[src/hw/epc_pkg.sv]
// Package for the nonvolatile configuration memory control block.
package epc_pkg;

    // ==========================================================
    // Register offsets
    // ==========================================================
    localparam logic [7:0] OFS_STORED_CRC   = 8'h2F;
    localparam logic [7:0] OFS_CYCLE_COUNT  = 8'h30;
    localparam logic [7:0] OFS_NV_CONTROL   = 8'h31;
    localparam logic [7:0] OFS_LIVE_CRC     = 8'h32;
    localparam logic [7:0] OFS_START_ADDR   = 8'h33;
    localparam logic [7:0] OFS_NV_DATA      = 8'h34;
    localparam logic [7:0] OFS_SRAM_DATA    = 8'h35;
    localparam logic [7:0] OFS_UNLOCK_KEY   = 8'h38;

    // ==========================================================
    // Control register fields
    // ==========================================================
    localparam int BIT_COPY      = 6;
    localparam int BIT_CRC_ERR   = 5;
    localparam int BIT_AUTO_CRC  = 4;
    localparam int BIT_LOAD      = 3;
    localparam int BIT_BUSY      = 2;
    localparam int BIT_ERASE     = 1;
    localparam int BIT_PROG      = 0;
    localparam int ADDR_FIELD_W  = 7;
    localparam int ARRAY_ADDR_W  = 5;

    // ==========================================================
    // Reset values and constants
    // ==========================================================
    localparam logic [7:0] UNLOCK_CODE      = 8'hBE;
    localparam logic [7:0] RST_BYTE         = 8'h00;
    localparam logic       RST_AUTO_CRC     = 1'b1;
    localparam logic [7:0] RST_CYCLE_COUNT  = 8'h01;
    localparam logic [7:0] COUNT_MAX        = 8'hFF;
    localparam logic [7:0] ERASED_BYTE      = 8'h00;
    localparam logic [7:0] CRC_POLY         = 8'h07;

    // ==========================================================
    // Timing
    // ==========================================================
    localparam int CLK_MHZ      = 100;
    localparam int OP_TIME_MS   = 115;
    localparam int OP_CYCLES    = OP_TIME_MS * CLK_MHZ * 1000;

    // ==========================================================
    // Types
    // ==========================================================
    typedef enum logic [2:0] {
        EPC_IDLE  = 3'h0,
        EPC_LOAD  = 3'h1,
        EPC_COPY  = 3'h3,
        EPC_ERASE = 3'h2,
        EPC_PROG  = 3'h6,
        EPC_WAIT  = 3'h7
    } epc_state_e;

    typedef struct packed {
        logic       write;
        logic [7:0] addr;
        logic [7:0] wdata;
    } epc_req_s;

endpackage : epc_pkg

[src/hw/epc_crc8.sv]
// One-byte step of the CRC-8 used over the configuration image.
`timescale 1ns/1ps
module epc_crc8 #(
    parameter logic [7:0] POLY = epc_pkg::CRC_POLY
) (
    input  wire logic [7:0] crc_in,   // Running CRC
    input  wire logic [7:0] data_in,  // Next data byte
    output logic      [7:0] crc_out   // CRC after the byte
);
    always_comb begin
        logic [7:0] c;
        c = crc_in ^ data_in;
        for (int i = 0; i < 8; i++) begin
            c = c[7] ? ((c << 1) ^ POLY) : (c << 1);
        end
        crc_out = c;
    end
endmodule : epc_crc8

[src/hw/epc_ctrl.sv]
// Nonvolatile configuration memory control: load, copy, erase, program, CRC, data ports.
`timescale 1ns/1ps
// Notes on behaviour
// - Copy bit copies every register into the SRAM image, then clears itself.
// - CRC error flag set when load readback CRC mismatches, else reads zero.
// - With auto CRC enabled (reset one), programming computes and stores CRC.
// - Load bit transfers nonvolatile contents into registers, then clears itself.
// - Load runs automatically after every reset.
// - Register reads are not served while a load runs.
// - Busy flag is one during erase or program; nonvolatile access blocked.
// - Erase starts only if the previous transaction wrote the unlock key.
// - Program starts only if the previous transaction wrote the unlock key.
// - Erase and program written together run erase then program.
// - Erase takes about 115 ms with busy asserted.
// - Program takes about 115 ms with busy asserted.
// - Read-only eight-bit live CRC, resets to zero.
// - Seven-bit writable start address field, resets to zero.
// - Internal address auto-increments; start field keeps its written value.
// - Only the low five start address bits form the array byte address.
// - Nonvolatile data port reads from the programmed start address onward.
// - SRAM data port gives read and write access to the SRAM image.
// - Cycle counter increments after each program, not after an erase alone, saturating at 255.
// - Stored CRC from nonvolatile memory readable as a read-only byte.
module epc_ctrl #(
    parameter int NB        = 32,                 // Bytes in each array
    parameter int OP_CYCLES = epc_pkg::OP_CYCLES  // Cycles per erase or program
) (
    input  wire logic                 clk,        // 100 MHz clock
    input  wire logic                 rst,        // Asynchronous reset, active high
    input  wire logic                 req_valid,  // One-cycle bus transaction strobe
    input  wire epc_pkg::epc_req_s    req,        // Transaction: write, address, data
    output logic                      rd_valid,   // Read data valid pulse
    output logic [7:0]                rd_data,    // Read data
    output logic                      rd_refused, // Read dropped during load
    output logic                      busy,       // Erase or program in progress
    output logic [NB-1:0][7:0]        cfg_q       // Configuration registers
);
    localparam int AW = epc_pkg::ARRAY_ADDR_W;

    // ==========================================================
    // Storage
    // ==========================================================
    logic [7:0]  sram_q [NB];
    logic [7:0]  nvm_q  [NB];
    logic [7:0]  nvm_crc_q;      // Stored CRC byte held in the array
    logic [7:0]  nvm_cnt_q;      // Cycle count byte held in the array

    // ==========================================================
    // Control state
    // ==========================================================
    epc_pkg::epc_state_e state_q, state_d;
    logic [AW-1:0]   idx_q;
    logic [31:0]     timer_q;
    logic            prog_after_q;
    logic            erase_run_q;
    logic            prog_run_q;
    logic            auto_crc_q;
    logic            crc_err_q;
    logic [7:0]      live_crc_q;
    logic [7:0]      run_crc_q;
    logic [7:0]      stored_crc_q;
    logic [7:0]      cnt_q;
    logic [epc_pkg::ADDR_FIELD_W-1:0] start_addr_q;
    logic [AW-1:0]   ptr_q;
    logic [7:0]      key_q;
    logic            unlocked_q;

    // ==========================================================
    // Decode
    // ==========================================================
    wire is_wr    = req_valid & req.write;
    wire is_rd    = req_valid & ~req.write;
    wire hit_ctl  = req.addr == epc_pkg::OFS_NV_CONTROL;
    wire hit_adr  = req.addr == epc_pkg::OFS_START_ADDR;
    wire hit_nvd  = req.addr == epc_pkg::OFS_NV_DATA;
    wire hit_srd  = req.addr == epc_pkg::OFS_SRAM_DATA;
    wire hit_key  = req.addr == epc_pkg::OFS_UNLOCK_KEY;
    wire loading  = state_q == epc_pkg::EPC_LOAD;
    wire idle     = state_q == epc_pkg::EPC_IDLE;
    wire busy_now = erase_run_q | prog_run_q;
    wire last_idx = idx_q == AW'(NB - 1);
    wire timer_done = timer_q == 32'(OP_CYCLES - 1);

    wire ctl_wr    = is_wr & hit_ctl;
    wire go_erase  = ctl_wr & req.wdata[epc_pkg::BIT_ERASE] & unlocked_q & idle;
    wire go_prog   = ctl_wr & req.wdata[epc_pkg::BIT_PROG]  & unlocked_q & idle;
    wire go_load   = ctl_wr & req.wdata[epc_pkg::BIT_LOAD] & idle;
    wire go_copy   = ctl_wr & req.wdata[epc_pkg::BIT_COPY] & idle;
    wire key_ok    = is_wr & hit_key & (req.wdata == epc_pkg::UNLOCK_CODE);

    // Array ports are closed whenever the sequencer owns the arrays.
    wire nvd_rd    = is_rd & hit_nvd & idle;
    wire srd_rd    = is_rd & hit_srd & idle;
    wire srd_wr    = is_wr & hit_srd & idle;
    wire port_hit  = nvd_rd | srd_rd | srd_wr;

    logic [7:0] crc_next;
    wire  [7:0] crc_data = (state_q == epc_pkg::EPC_LOAD) ? nvm_q[idx_q] : sram_q[idx_q];

    epc_crc8 #(
        .POLY    (epc_pkg::CRC_POLY)
    ) u_crc (
        .crc_in  (run_crc_q),
        .data_in (crc_data),
        .crc_out (crc_next)
    );

    wire [7:0] ctl_rd = {1'b0,
                         state_q == epc_pkg::EPC_COPY,
                         crc_err_q,
                         auto_crc_q,
                         loading,
                         busy_now,
                         erase_run_q,
                         prog_run_q};

    logic [7:0] rd_mux;
    always_comb begin
        if (hit_ctl) begin
            rd_mux = ctl_rd;
        end else if (req.addr == epc_pkg::OFS_LIVE_CRC) begin
            rd_mux = live_crc_q;
        end else if (req.addr == epc_pkg::OFS_STORED_CRC) begin
            rd_mux = stored_crc_q;
        end else if (req.addr == epc_pkg::OFS_CYCLE_COUNT) begin
            rd_mux = cnt_q;
        end else if (hit_adr) begin
            rd_mux = {1'b0, start_addr_q};
        end else if (hit_nvd) begin
            rd_mux = idle ? nvm_q[ptr_q] : epc_pkg::RST_BYTE;
        end else if (hit_srd) begin
            rd_mux = idle ? sram_q[ptr_q] : epc_pkg::RST_BYTE;
        end else if (hit_key) begin
            rd_mux = key_q;
        end else begin
            rd_mux = epc_pkg::RST_BYTE;
        end
    end

    // ==========================================================
    // Sequencer
    // ==========================================================
    always_comb begin
        state_d = state_q;
        case (state_q)
            epc_pkg::EPC_IDLE: begin
                if (go_erase) begin
                    state_d = epc_pkg::EPC_ERASE;
                end else if (go_prog) begin
                    state_d = epc_pkg::EPC_PROG;
                end else if (go_load) begin
                    state_d = epc_pkg::EPC_LOAD;
                end else if (go_copy) begin
                    state_d = epc_pkg::EPC_COPY;
                end
            end
            epc_pkg::EPC_LOAD, epc_pkg::EPC_COPY: begin
                if (last_idx) begin
                    state_d = epc_pkg::EPC_IDLE;
                end
            end
            epc_pkg::EPC_ERASE, epc_pkg::EPC_PROG: begin
                if (last_idx) begin
                    state_d = epc_pkg::EPC_WAIT;
                end
            end
            epc_pkg::EPC_WAIT: begin
                if (timer_done) begin
                    state_d = (erase_run_q & prog_after_q) ? epc_pkg::EPC_PROG
                                                           : epc_pkg::EPC_IDLE;
                end
            end
            default: state_d = epc_pkg::EPC_IDLE;
        endcase
    end

    wire sweep    = (state_q != epc_pkg::EPC_IDLE) & (state_q != epc_pkg::EPC_WAIT);
    wire op_end   = (state_q == epc_pkg::EPC_WAIT) & timer_done;
    wire prog_end = op_end & prog_run_q;
    wire erase_to_prog = op_end & erase_run_q & prog_after_q;

    // Reset leaves the sequencer in the load state so the image is restored at once.
    always_ff @(posedge clk or posedge rst) begin
        if (rst) begin
            state_q <= epc_pkg::EPC_LOAD;
            idx_q   <= '0;
            timer_q <= '0;
        end else begin
            state_q <= state_d;
            idx_q   <= (sweep && !last_idx) ? idx_q + AW'(1) : '0;
            timer_q <= (state_q == epc_pkg::EPC_WAIT && !timer_done) ? timer_q + 32'd1 : '0;
        end
    end

    // ==========================================================
    // Operation flags and busy
    // ==========================================================
    always_ff @(posedge clk or posedge rst) begin
        if (rst) begin
            erase_run_q  <= 1'b0;
            prog_run_q   <= 1'b0;
            prog_after_q <= 1'b0;
            busy         <= 1'b0;
        end else begin
            if (go_erase) begin
                erase_run_q  <= 1'b1;
                prog_after_q <= go_prog;
            end else if (go_prog || erase_to_prog) begin
                erase_run_q  <= 1'b0;
                prog_run_q   <= 1'b1;
            end else if (op_end) begin
                erase_run_q  <= 1'b0;
                prog_run_q   <= 1'b0;
                prog_after_q <= 1'b0;
            end
            busy <= (busy_now & ~(op_end & ~erase_to_prog)) | go_erase | go_prog;
        end
    end

    // ==========================================================
    // CRC, counter and flags
    // ==========================================================
    always_ff @(posedge clk or posedge rst) begin
        if (rst) begin
            run_crc_q    <= epc_pkg::RST_BYTE;
            live_crc_q   <= epc_pkg::RST_BYTE;
            crc_err_q    <= 1'b0;
            stored_crc_q <= epc_pkg::RST_BYTE;
            cnt_q        <= epc_pkg::RST_CYCLE_COUNT;
            auto_crc_q   <= epc_pkg::RST_AUTO_CRC;
        end else begin
            if (ctl_wr) begin
                auto_crc_q <= req.wdata[epc_pkg::BIT_AUTO_CRC];
            end
            if (state_q == epc_pkg::EPC_LOAD || state_q == epc_pkg::EPC_PROG) begin
                run_crc_q <= last_idx ? epc_pkg::RST_BYTE : crc_next;
                if (last_idx) begin
                    live_crc_q <= crc_next;
                end
            end
            if (loading && last_idx) begin
                crc_err_q    <= crc_next != nvm_crc_q;
                stored_crc_q <= nvm_crc_q;
                cnt_q        <= nvm_cnt_q;
            end else if (prog_end) begin
                stored_crc_q <= auto_crc_q ? live_crc_q : nvm_crc_q;
                cnt_q        <= (nvm_cnt_q == epc_pkg::COUNT_MAX) ? nvm_cnt_q
                                                                  : nvm_cnt_q + 8'd1;
            end
        end
    end

    // Array contents are nonvolatile and deliberately carry no reset.
    always_ff @(posedge clk) begin
        if (state_q == epc_pkg::EPC_ERASE) begin
            nvm_q[idx_q] <= epc_pkg::ERASED_BYTE;
        end else if (state_q == epc_pkg::EPC_PROG) begin
            nvm_q[idx_q] <= sram_q[idx_q];
        end
        if (prog_end) begin
            if (auto_crc_q) begin
                nvm_crc_q <= live_crc_q;
            end
            nvm_cnt_q <= (nvm_cnt_q == epc_pkg::COUNT_MAX) ? nvm_cnt_q
                                                           : nvm_cnt_q + 8'd1;
        end
        if (state_q == epc_pkg::EPC_COPY) begin
            sram_q[idx_q] <= cfg_q[idx_q];
        end else if (srd_wr) begin
            sram_q[ptr_q] <= req.wdata;
        end
    end

    always_ff @(posedge clk or posedge rst) begin
        if (rst) begin
            cfg_q <= '0;
        end else if (loading) begin
            cfg_q[idx_q] <= nvm_q[idx_q];
        end
    end

    // ==========================================================
    // Host-facing registers
    // ==========================================================
    always_ff @(posedge clk or posedge rst) begin
        if (rst) begin
            start_addr_q <= '0;
            ptr_q        <= '0;
            key_q        <= epc_pkg::RST_BYTE;
            unlocked_q   <= 1'b0;
        end else begin
            if (is_wr && hit_adr) begin
                start_addr_q <= req.wdata[epc_pkg::ADDR_FIELD_W-1:0];
                ptr_q        <= req.wdata[AW-1:0];
            end else if (port_hit) begin
                ptr_q <= ptr_q + AW'(1);
            end
            if (is_wr && hit_key) begin
                key_q <= req.wdata;
            end
            if (req_valid) begin
                unlocked_q <= key_ok;
            end
        end
    end

    always_ff @(posedge clk or posedge rst) begin
        if (rst) begin
            rd_valid   <= 1'b0;
            rd_data    <= epc_pkg::RST_BYTE;
            rd_refused <= 1'b0;
        end else begin
            rd_valid   <= is_rd & ~loading;
            rd_refused <= is_rd & loading;
            if (is_rd && !loading) begin
                rd_data <= rd_mux;
            end
        end
    end

endmodule : epc_ctrl

[config.mk]
export PLATFORM = sky130hd
export DESIGN_NAME = epc_ctrl
export DESIGN_NICKNAME = d
export VERILOG_FILES = /design/src/hw/epc_pkg.sv /design/src/hw/epc_crc8.sv /design/src/hw/epc_ctrl.sv
export SDC_FILE = /design/constraint.sdc
export NUM_CORES = 2
export LEC_CHECK = 0
export ABC_AREA = 0
export BUFFER_PORTS_ARGS = -buffer_cell sky130_fd_sc_hd__buf_2
export CORE_MARGIN = 1.5
export CORE_UTILIZATION = 30
export DETAILED_ROUTE_END_ITERATION = 12
export GPL_ROUTABILITY_DRIVEN = 0
export PLACE_DENSITY = 0.5
export SYNTH_ARGS = -nofsm -noshare
export SYNTH_HDL_FRONTEND = slang
export SYNTH_SLANG_ARGS = --single-unit
[constraint.sdc]
create_clock -name clk -period 21 [get_ports clk]
set_input_delay 1.05 -clock clk [delete_from_list [all_inputs] [get_ports clk]]
set_output_delay 1.05 -clock clk [all_outputs]
set_load 0.03 [all_outputs]
# Word level (Yosys, flattened, before mapping)
# Memories as Yosys holds them, arrays and structs flattened.
# Cells that the tools add are included.
[totals]
reg_bits = 381
mem_count = 2
mem_bits_rw = 512
elab_cells = 227
[classes]
n_mux = 64
bitwise_logic = 51
n_addsub = 4
n_reduce_logical = 26
eq_ne = 24
magnitude_cmp = 2
[mem_list]
columns = ["name", "words", "width", "read_ports", "rd_ports_with_merged_regs", "write_ports", "line", "source"]
rows = [
  ["nvm_q", 32, 8, 2, 0, 1, "epc_ctrl.sv:44", "logic [7:0] nvm_q [NB];"],
  ["sram_q", 32, 8, 2, 0, 1, "epc_ctrl.sv:43", "logic [7:0] sram_q [NB];"],
]
[ops]
columns = ["op", "n"]
rows = [
  ["bitwise mux 256 bit", 1],
  ["2-to-1 mux 8 bit", 22],
  ["== test 8 x 6 -> 1 bit (second input constant)", 8],
  ["2-to-1 mux 3 bit", 16],
  ["binary-select mux 8 bit (select 5 bit)", 1],
  ["demux 8 bit (select 5 bit)", 1],
  ["adder 32 x 1 -> 32 bit (second input constant)", 1],
  ["== test 32 x 24 -> 1 bit (second input constant)", 1],
  ["2-to-1 mux 32 bit", 1],
  ["bitwise AND 1 bit", 31],
  ["inverter 3 bit", 8],
  ["2-to-1 mux 5 bit", 4],
  ["2-to-1 mux 1 bit", 17],
  ["== test 8 bit (second input constant)", 2],
  ["case mux 3 bit (4 select lines)", 1],
  ["adder 5 x 1 -> 5 bit (second input constant)", 2],
  ["adder 8 x 1 -> 8 bit (second input constant)", 1],
  ["inequality test 2 bit (second input constant)", 4],
  ["inequality test 8 bit", 1],
  ["nonzero test 2 bit", 4],
  ["OR reduction 8 bit", 1],
  ["bitwise XOR 8 bit", 1],
  ["logical AND 1 bit", 7],
  ["== test 3 x 2 -> 1 bit (second input constant)", 2],
  ["16 further kinds", 33],
]

# Logic depth before layout (Yosys ltp)
[depth]
ltp_word = 20
depth_mapped = 17

# Cells and area by module
# From an unflattened synthesis, not the netlist that was laid out.
[hier_totals]
hier_cells = 2922
hier_area_um2 = 41773.8
[modules_own_cells]
columns = ["mod", "cells_per_inst", "n_inst", "area_each_um2"]
rows = [
  ["epc_ctrl", 2902, 1, 41561.1],
  ["epc_crc8", 20, 1, 212.7],
]

# Worst setup path after synthesis
# Ideal clock, no wire load.
[synth_path]
path_kind = "reg-to-reg"
from = "reg idx_q[1]"
to = "mem sram_q[0][7] (data pin)"
path_slack_ns = 16.771
required_ns = 20.602
n_path_buf = 9
stages_incl_launch_ff = 14
period_less_slack_ns = 4.229
arrival_ns = 3.831
path_cell_list = "dfrtp_1 buf_6 buf_6 buf_6 buf_6 buf_4 buf_4 buf_2 buf_1 clkbuf_1 mux4_2 a22o_1 a221oi_1 a31oi_1"
[synth_via]
elab_chain_cells = 3
[synth_rtl]
columns = ["element", "line", "source"]
rows = [
  ["start: declaration", "epc_ctrl.sv:52", "logic [AW-1:0] idx_q;"],
  ["start signal: assignment", "epc_ctrl.sv:190", "idx_q <= (sweep && !last_idx) ? idx_q + AW'(1) : '0;"],
  ["binary-select mux 8 bit (select 5 bit)", "epc_ctrl.sv:268", "sram_q[idx_q] <= cfg_q[idx_q];"],
  ["2-to-1 mux 8 bit (not written as such)", "epc_ctrl.sv:268", ""],
  ["2-to-1 mux 8 bit (no line)", "n/a", ""],
  ["end: declaration", "epc_ctrl.sv:43", ""],
]
# No other way between the ends. The select of a mux whose other input is x is not followed.

# Final worst setup path
[layout_path]
from = "reg idx_q[1]"
to = "reg crc_err_q"
[layout_via]
elab_chain_cells = 9
word_cells_on_any_way = 23
cone_classes = "2 x eq/ne; 9 x mux; 9 x bitwise; 1 x reduce/logical; 2 x memory"
[layout_rtl]
columns = ["element", "line", "source"]
rows = [
  ["memory (32 x 8 bit), on equally long branches", "n/a", ""],
  ["2-to-1 mux 8 bit", "epc_ctrl.sv:98", "wire [7:0] crc_data = (state_q == epc_pkg::EPC_LOAD) ? nvm_q[idx_q] : sram_q[idx_q];"],
  ["bitwise XOR 8 bit", "epc_crc8.sv:12", "c = crc_in ^ data_in;"],
  ["inverter 3 bit (no line) / 2-to-1 mux 3 bit (equally long branches)", "n/a", ""],
  ["2-to-1 mux 3 bit / inverter 3 bit (equally long branches)", "n/a", ""],
  ["inverter 3 bit (no line) / 2-to-1 mux 3 bit (equally long branches)", "n/a", ""],
  ["2-to-1 mux 3 bit / inverter 3 bit (equally long branches)", "n/a", ""],
  ["2-to-1 mux 3 bit", "epc_crc8.sv:14", "c = c[7] ? ((c << 1) ^ POLY) : (c << 1);"],
  ["inequality test 8 bit", "epc_ctrl.sv:242", "crc_err_q <= crc_next != nvm_crc_q;"],
  ["end signal: assignment", "epc_ctrl.sv:242", ""],
  ["end: declaration", "epc_ctrl.sv:58", "logic crc_err_q;"],
]
# Parallel ways exist; a longest one is shown, timed or not.
# A chain may end at the register's enable or synchronous reset.

==> metrics <==
status completed; Max-cap violations 0; crit path capture type register; Sw Ratio 21.6%; minimum clock period 5980 ps; Boundary Pins 287; root buf cell clkbuf_16; Slew Viols, Final 0; Site Rows 137; Pre-antenna DRT Iters 5; Main synth FF type edfxtp_1; share of layout cells above drive strength 1 28.0%; Seq/Total Area, Yosys 59.2%; largest net degree at the start of global routing 134; Routed WL per cell 29.8 µm; Final period util 28.5%; Die H 378 µm; asr flop ratio synth 40.9%; #FFs+latches synth 893; Syn Area/Cell 14.0 µm²; Design Area, Final 49300 µm²; post-route setup TNS 0 ps; DP HPWL 107 mm; CTS tree yes; Worst R2R Path Depth 11; most frequent cell after synthesis edfxtp_1; crit path launch idx_q[1]; leakage 0.0180 µW; # hold bufs at CTS 0; Setup Viol. Count Final 0; Area Growth Syn to Fin 16.8%; area share of fa/ha/maj cells after synthesis 0.237%; Yosys top cell area share 37.5%; initial antenna violation count 6; Worst-Skew Late Latency 720 ps; combinational power share 1.5%; Layout Skew 60.9 ps; crit path buf inv count 2; Worst path most repeated cell or4_1; total CTS buffers 99; Setup Fix Bufs, Post-CTS 0; PD cells 75.0 nW/µm²; Yosys warning count 0; routed via count 28900; Detail Route Antenna Nets 0; initial DRC count 3202; Synth area leader edfxtp_1; Synth Area in Compound Gates 7.11%; die area 143000 µm²; synth unique cells 73; first-pass GRT wire length 222 mm; reg2reg end crc_err_q; Starting Density 30.3%; CP max stage cell dfrtp_4; Synth Area in XOR/XNOR 1.51%; kind of start point of the critical path register; Max clock buf depth 3; H-tree lvl count 3; Reg power frac 50.0%; Via density 5.51; Max-slew headroom 7.39%; Worst Path Arrival 6550 ps; main combinational cell family by area after synthesis multiplexers; drc violations 0; Simple-Gate Fraction of Synth Area 7.72%; r2r startpoint idx_q[1]; clock share of power 48.5%; Worst VDD drop 0.0692 mV; vias in the first global route 28700; Switch Pwr 801 µW; top post-synthesis cells by area edfxtp_1 38%, dfrtp_1 21%, mux4_2 12%; RSZ-0062 raised after global routing false; routed wire length 157 mm; Die Span X 378 µm; CP required 21570 ps; I/O Buffers 286; CP max FO 95; Crit path max-delay family simple AND/OR/NAND/NOR gates; measured slew at the worst slew-check pin 1380 ps; multiplexer share of the synthesized area 21.7%; Final Hold Fails 0; internal power 2900 µW; placed cell area 46000 µm²; # resized after CTS 0; CP cell instances buf_4, buf_12, mux2i_1, o22ai_1, or4_1, or4_1, and4_1, xnor3_1, or3_1, a2111oi_2, a31oi_1; # diodes 0; most frequent cells after synthesis 528 x edfxtp_1, 362 x dfrtp_1, 313 x nand2_1; Post-synth EDFFs 528; Reg clk slew, reported paths 60 ps; Hold WC Path Type reg2reg; Synth Cell Area 42200 µm²; reg2reg setup slack 15020 ps; Max Fclk 167 MHz; syn nets 3050; critical path class reg2reg; Cells after Synth 3022; GRT overflow 0; layout net count 3324; Critical Path End crc_err_q; Sink Count 893; core box area 140000 µm²; Total GRT Usage 21.7%; logic depth of the worst path, buffers included 11; crit-path max cell delay 980 ps
-- tightest hold or removal path, cell delays in order, from the launching register on --
cell	delay [ps]
dfrtp_1	340
nand2_1	50
nand2_1	50
-- per-stage QoR --
| step | hold slack [ps] | total power (µW) | setup slack [ps] | util, % | std cells |
|---|---|---|---|---|---|
| 6_report | 467 | 3700 | 15020 | 35.4 | 5258 |
| 4_1_cts | 472 | 3730 | 15060 | 35.4 | 5258 |
| 2_1_floorplan | 441 | 1920 | 9820 | - | 3022 |
| 5_1_grt | 512 | 3800 | 14860 | 35.4 | 5258 |
| 3_3_place_gp | 458 | 1940 | 15040 | 33.0 | 5070 |
| 3_5_place_dp | 458 | 1940 | 15050 | 33.0 | 5071 |
-- layer usage --
layer,part of all wire [%],track usage (%)
met3,8.8,5.31
met2,46,33.9
met1,42,29.5
met5,0,0
met4,3.1,7.07
-- sequential cells by signal (all words and copies together) (netlist names), 3 cells and up --
register	count
nvm_cnt_q	8
start_addr_q	7
cfg_q	256
rd_data	8
live_crc_q	8
ptr_q	5
sram_q	256
nvm_crc_q	8
cnt_q	8
run_crc_q	8
key_q	8
nvm_q	256
stored_crc_q	8
timer_q	32
state_q	3
idx_q	5
-- how the worst min path moves through the flow --
stage / start / end / cells past startpoint / slack, ps
after floorplan: start_addr_q[2] / start_addr_q[2] / 2 / 440
after global placement: rd_data[7] / rd_data[7] / 2 / 460
after detailed placement: rd_data[7] / rd_data[7] / 2 / 460
after CTS: rd_data[7] / rd_data[7] / 2 / 470
after global routing: timer_q[0] / timer_q[0] / 1 / 510
final: rd_data[7] / rd_data[7] / 2 / 470
-- cells in the final DEF, fill, tap and decap left out, drive strengths merged, types with 10 or more instances in the layout --
master / instances
edfxtp: 528
buf: 392
dfrtp: 362
nand2: 313
mux2i: 284
o21ai: 221
mux4: 218
nor2: 174
clkbuf: 136
o22ai: 127
mux2: 126
a21oi: 39
clkinv: 38
nand3: 33
xnor2: 30
or4: 30
xor2: 24
nor3: 23
a31oi: 21
nand4: 19
inv: 19
a22oi: 17
a22o: 16
a221oi: 15
and2: 14
nor4: 14
and3: 13
or3: 10
-- kinds of logic (layout without fill, tap and decap cells) --
family          after synthesis  in the layout
flops                       893            893
simple gates                699            699
mux                         628            628
compound gates              497            497
buf+inv                     236            596
xor+xnor                     61             61
fa+ha+maj                     8              8
-- power by group through the flow --
stage                     logic, µW  registers [µW]  clock network (µW)
after floorplan                33.7            1890                   0
after global placement         56.8            1890                   0
after detailed placement       56.4            1890                   0
after CTS                      56.6            1850                1820
after global routing           60.1            1850                1890
final                          55.5            1850                1790
-- final cells by class --
| cell class | instances | area (µm²) |
|---|---|---|
| Clock buffer | 136 | 2800 |
| Clock inverter | 51 | 548 |
| Fill cell | 13500 | 90200 |
| Inverter | 17 | 71.3 |
| Multi-Input combinational cell | 1893 | 16300 |
| Sequential cell | 893 | 25000 |
| Tap cell | 1876 | 2350 |
| Timing Repair Buffer | 392 | 2260 |
(Power assumes the default switching activity.)
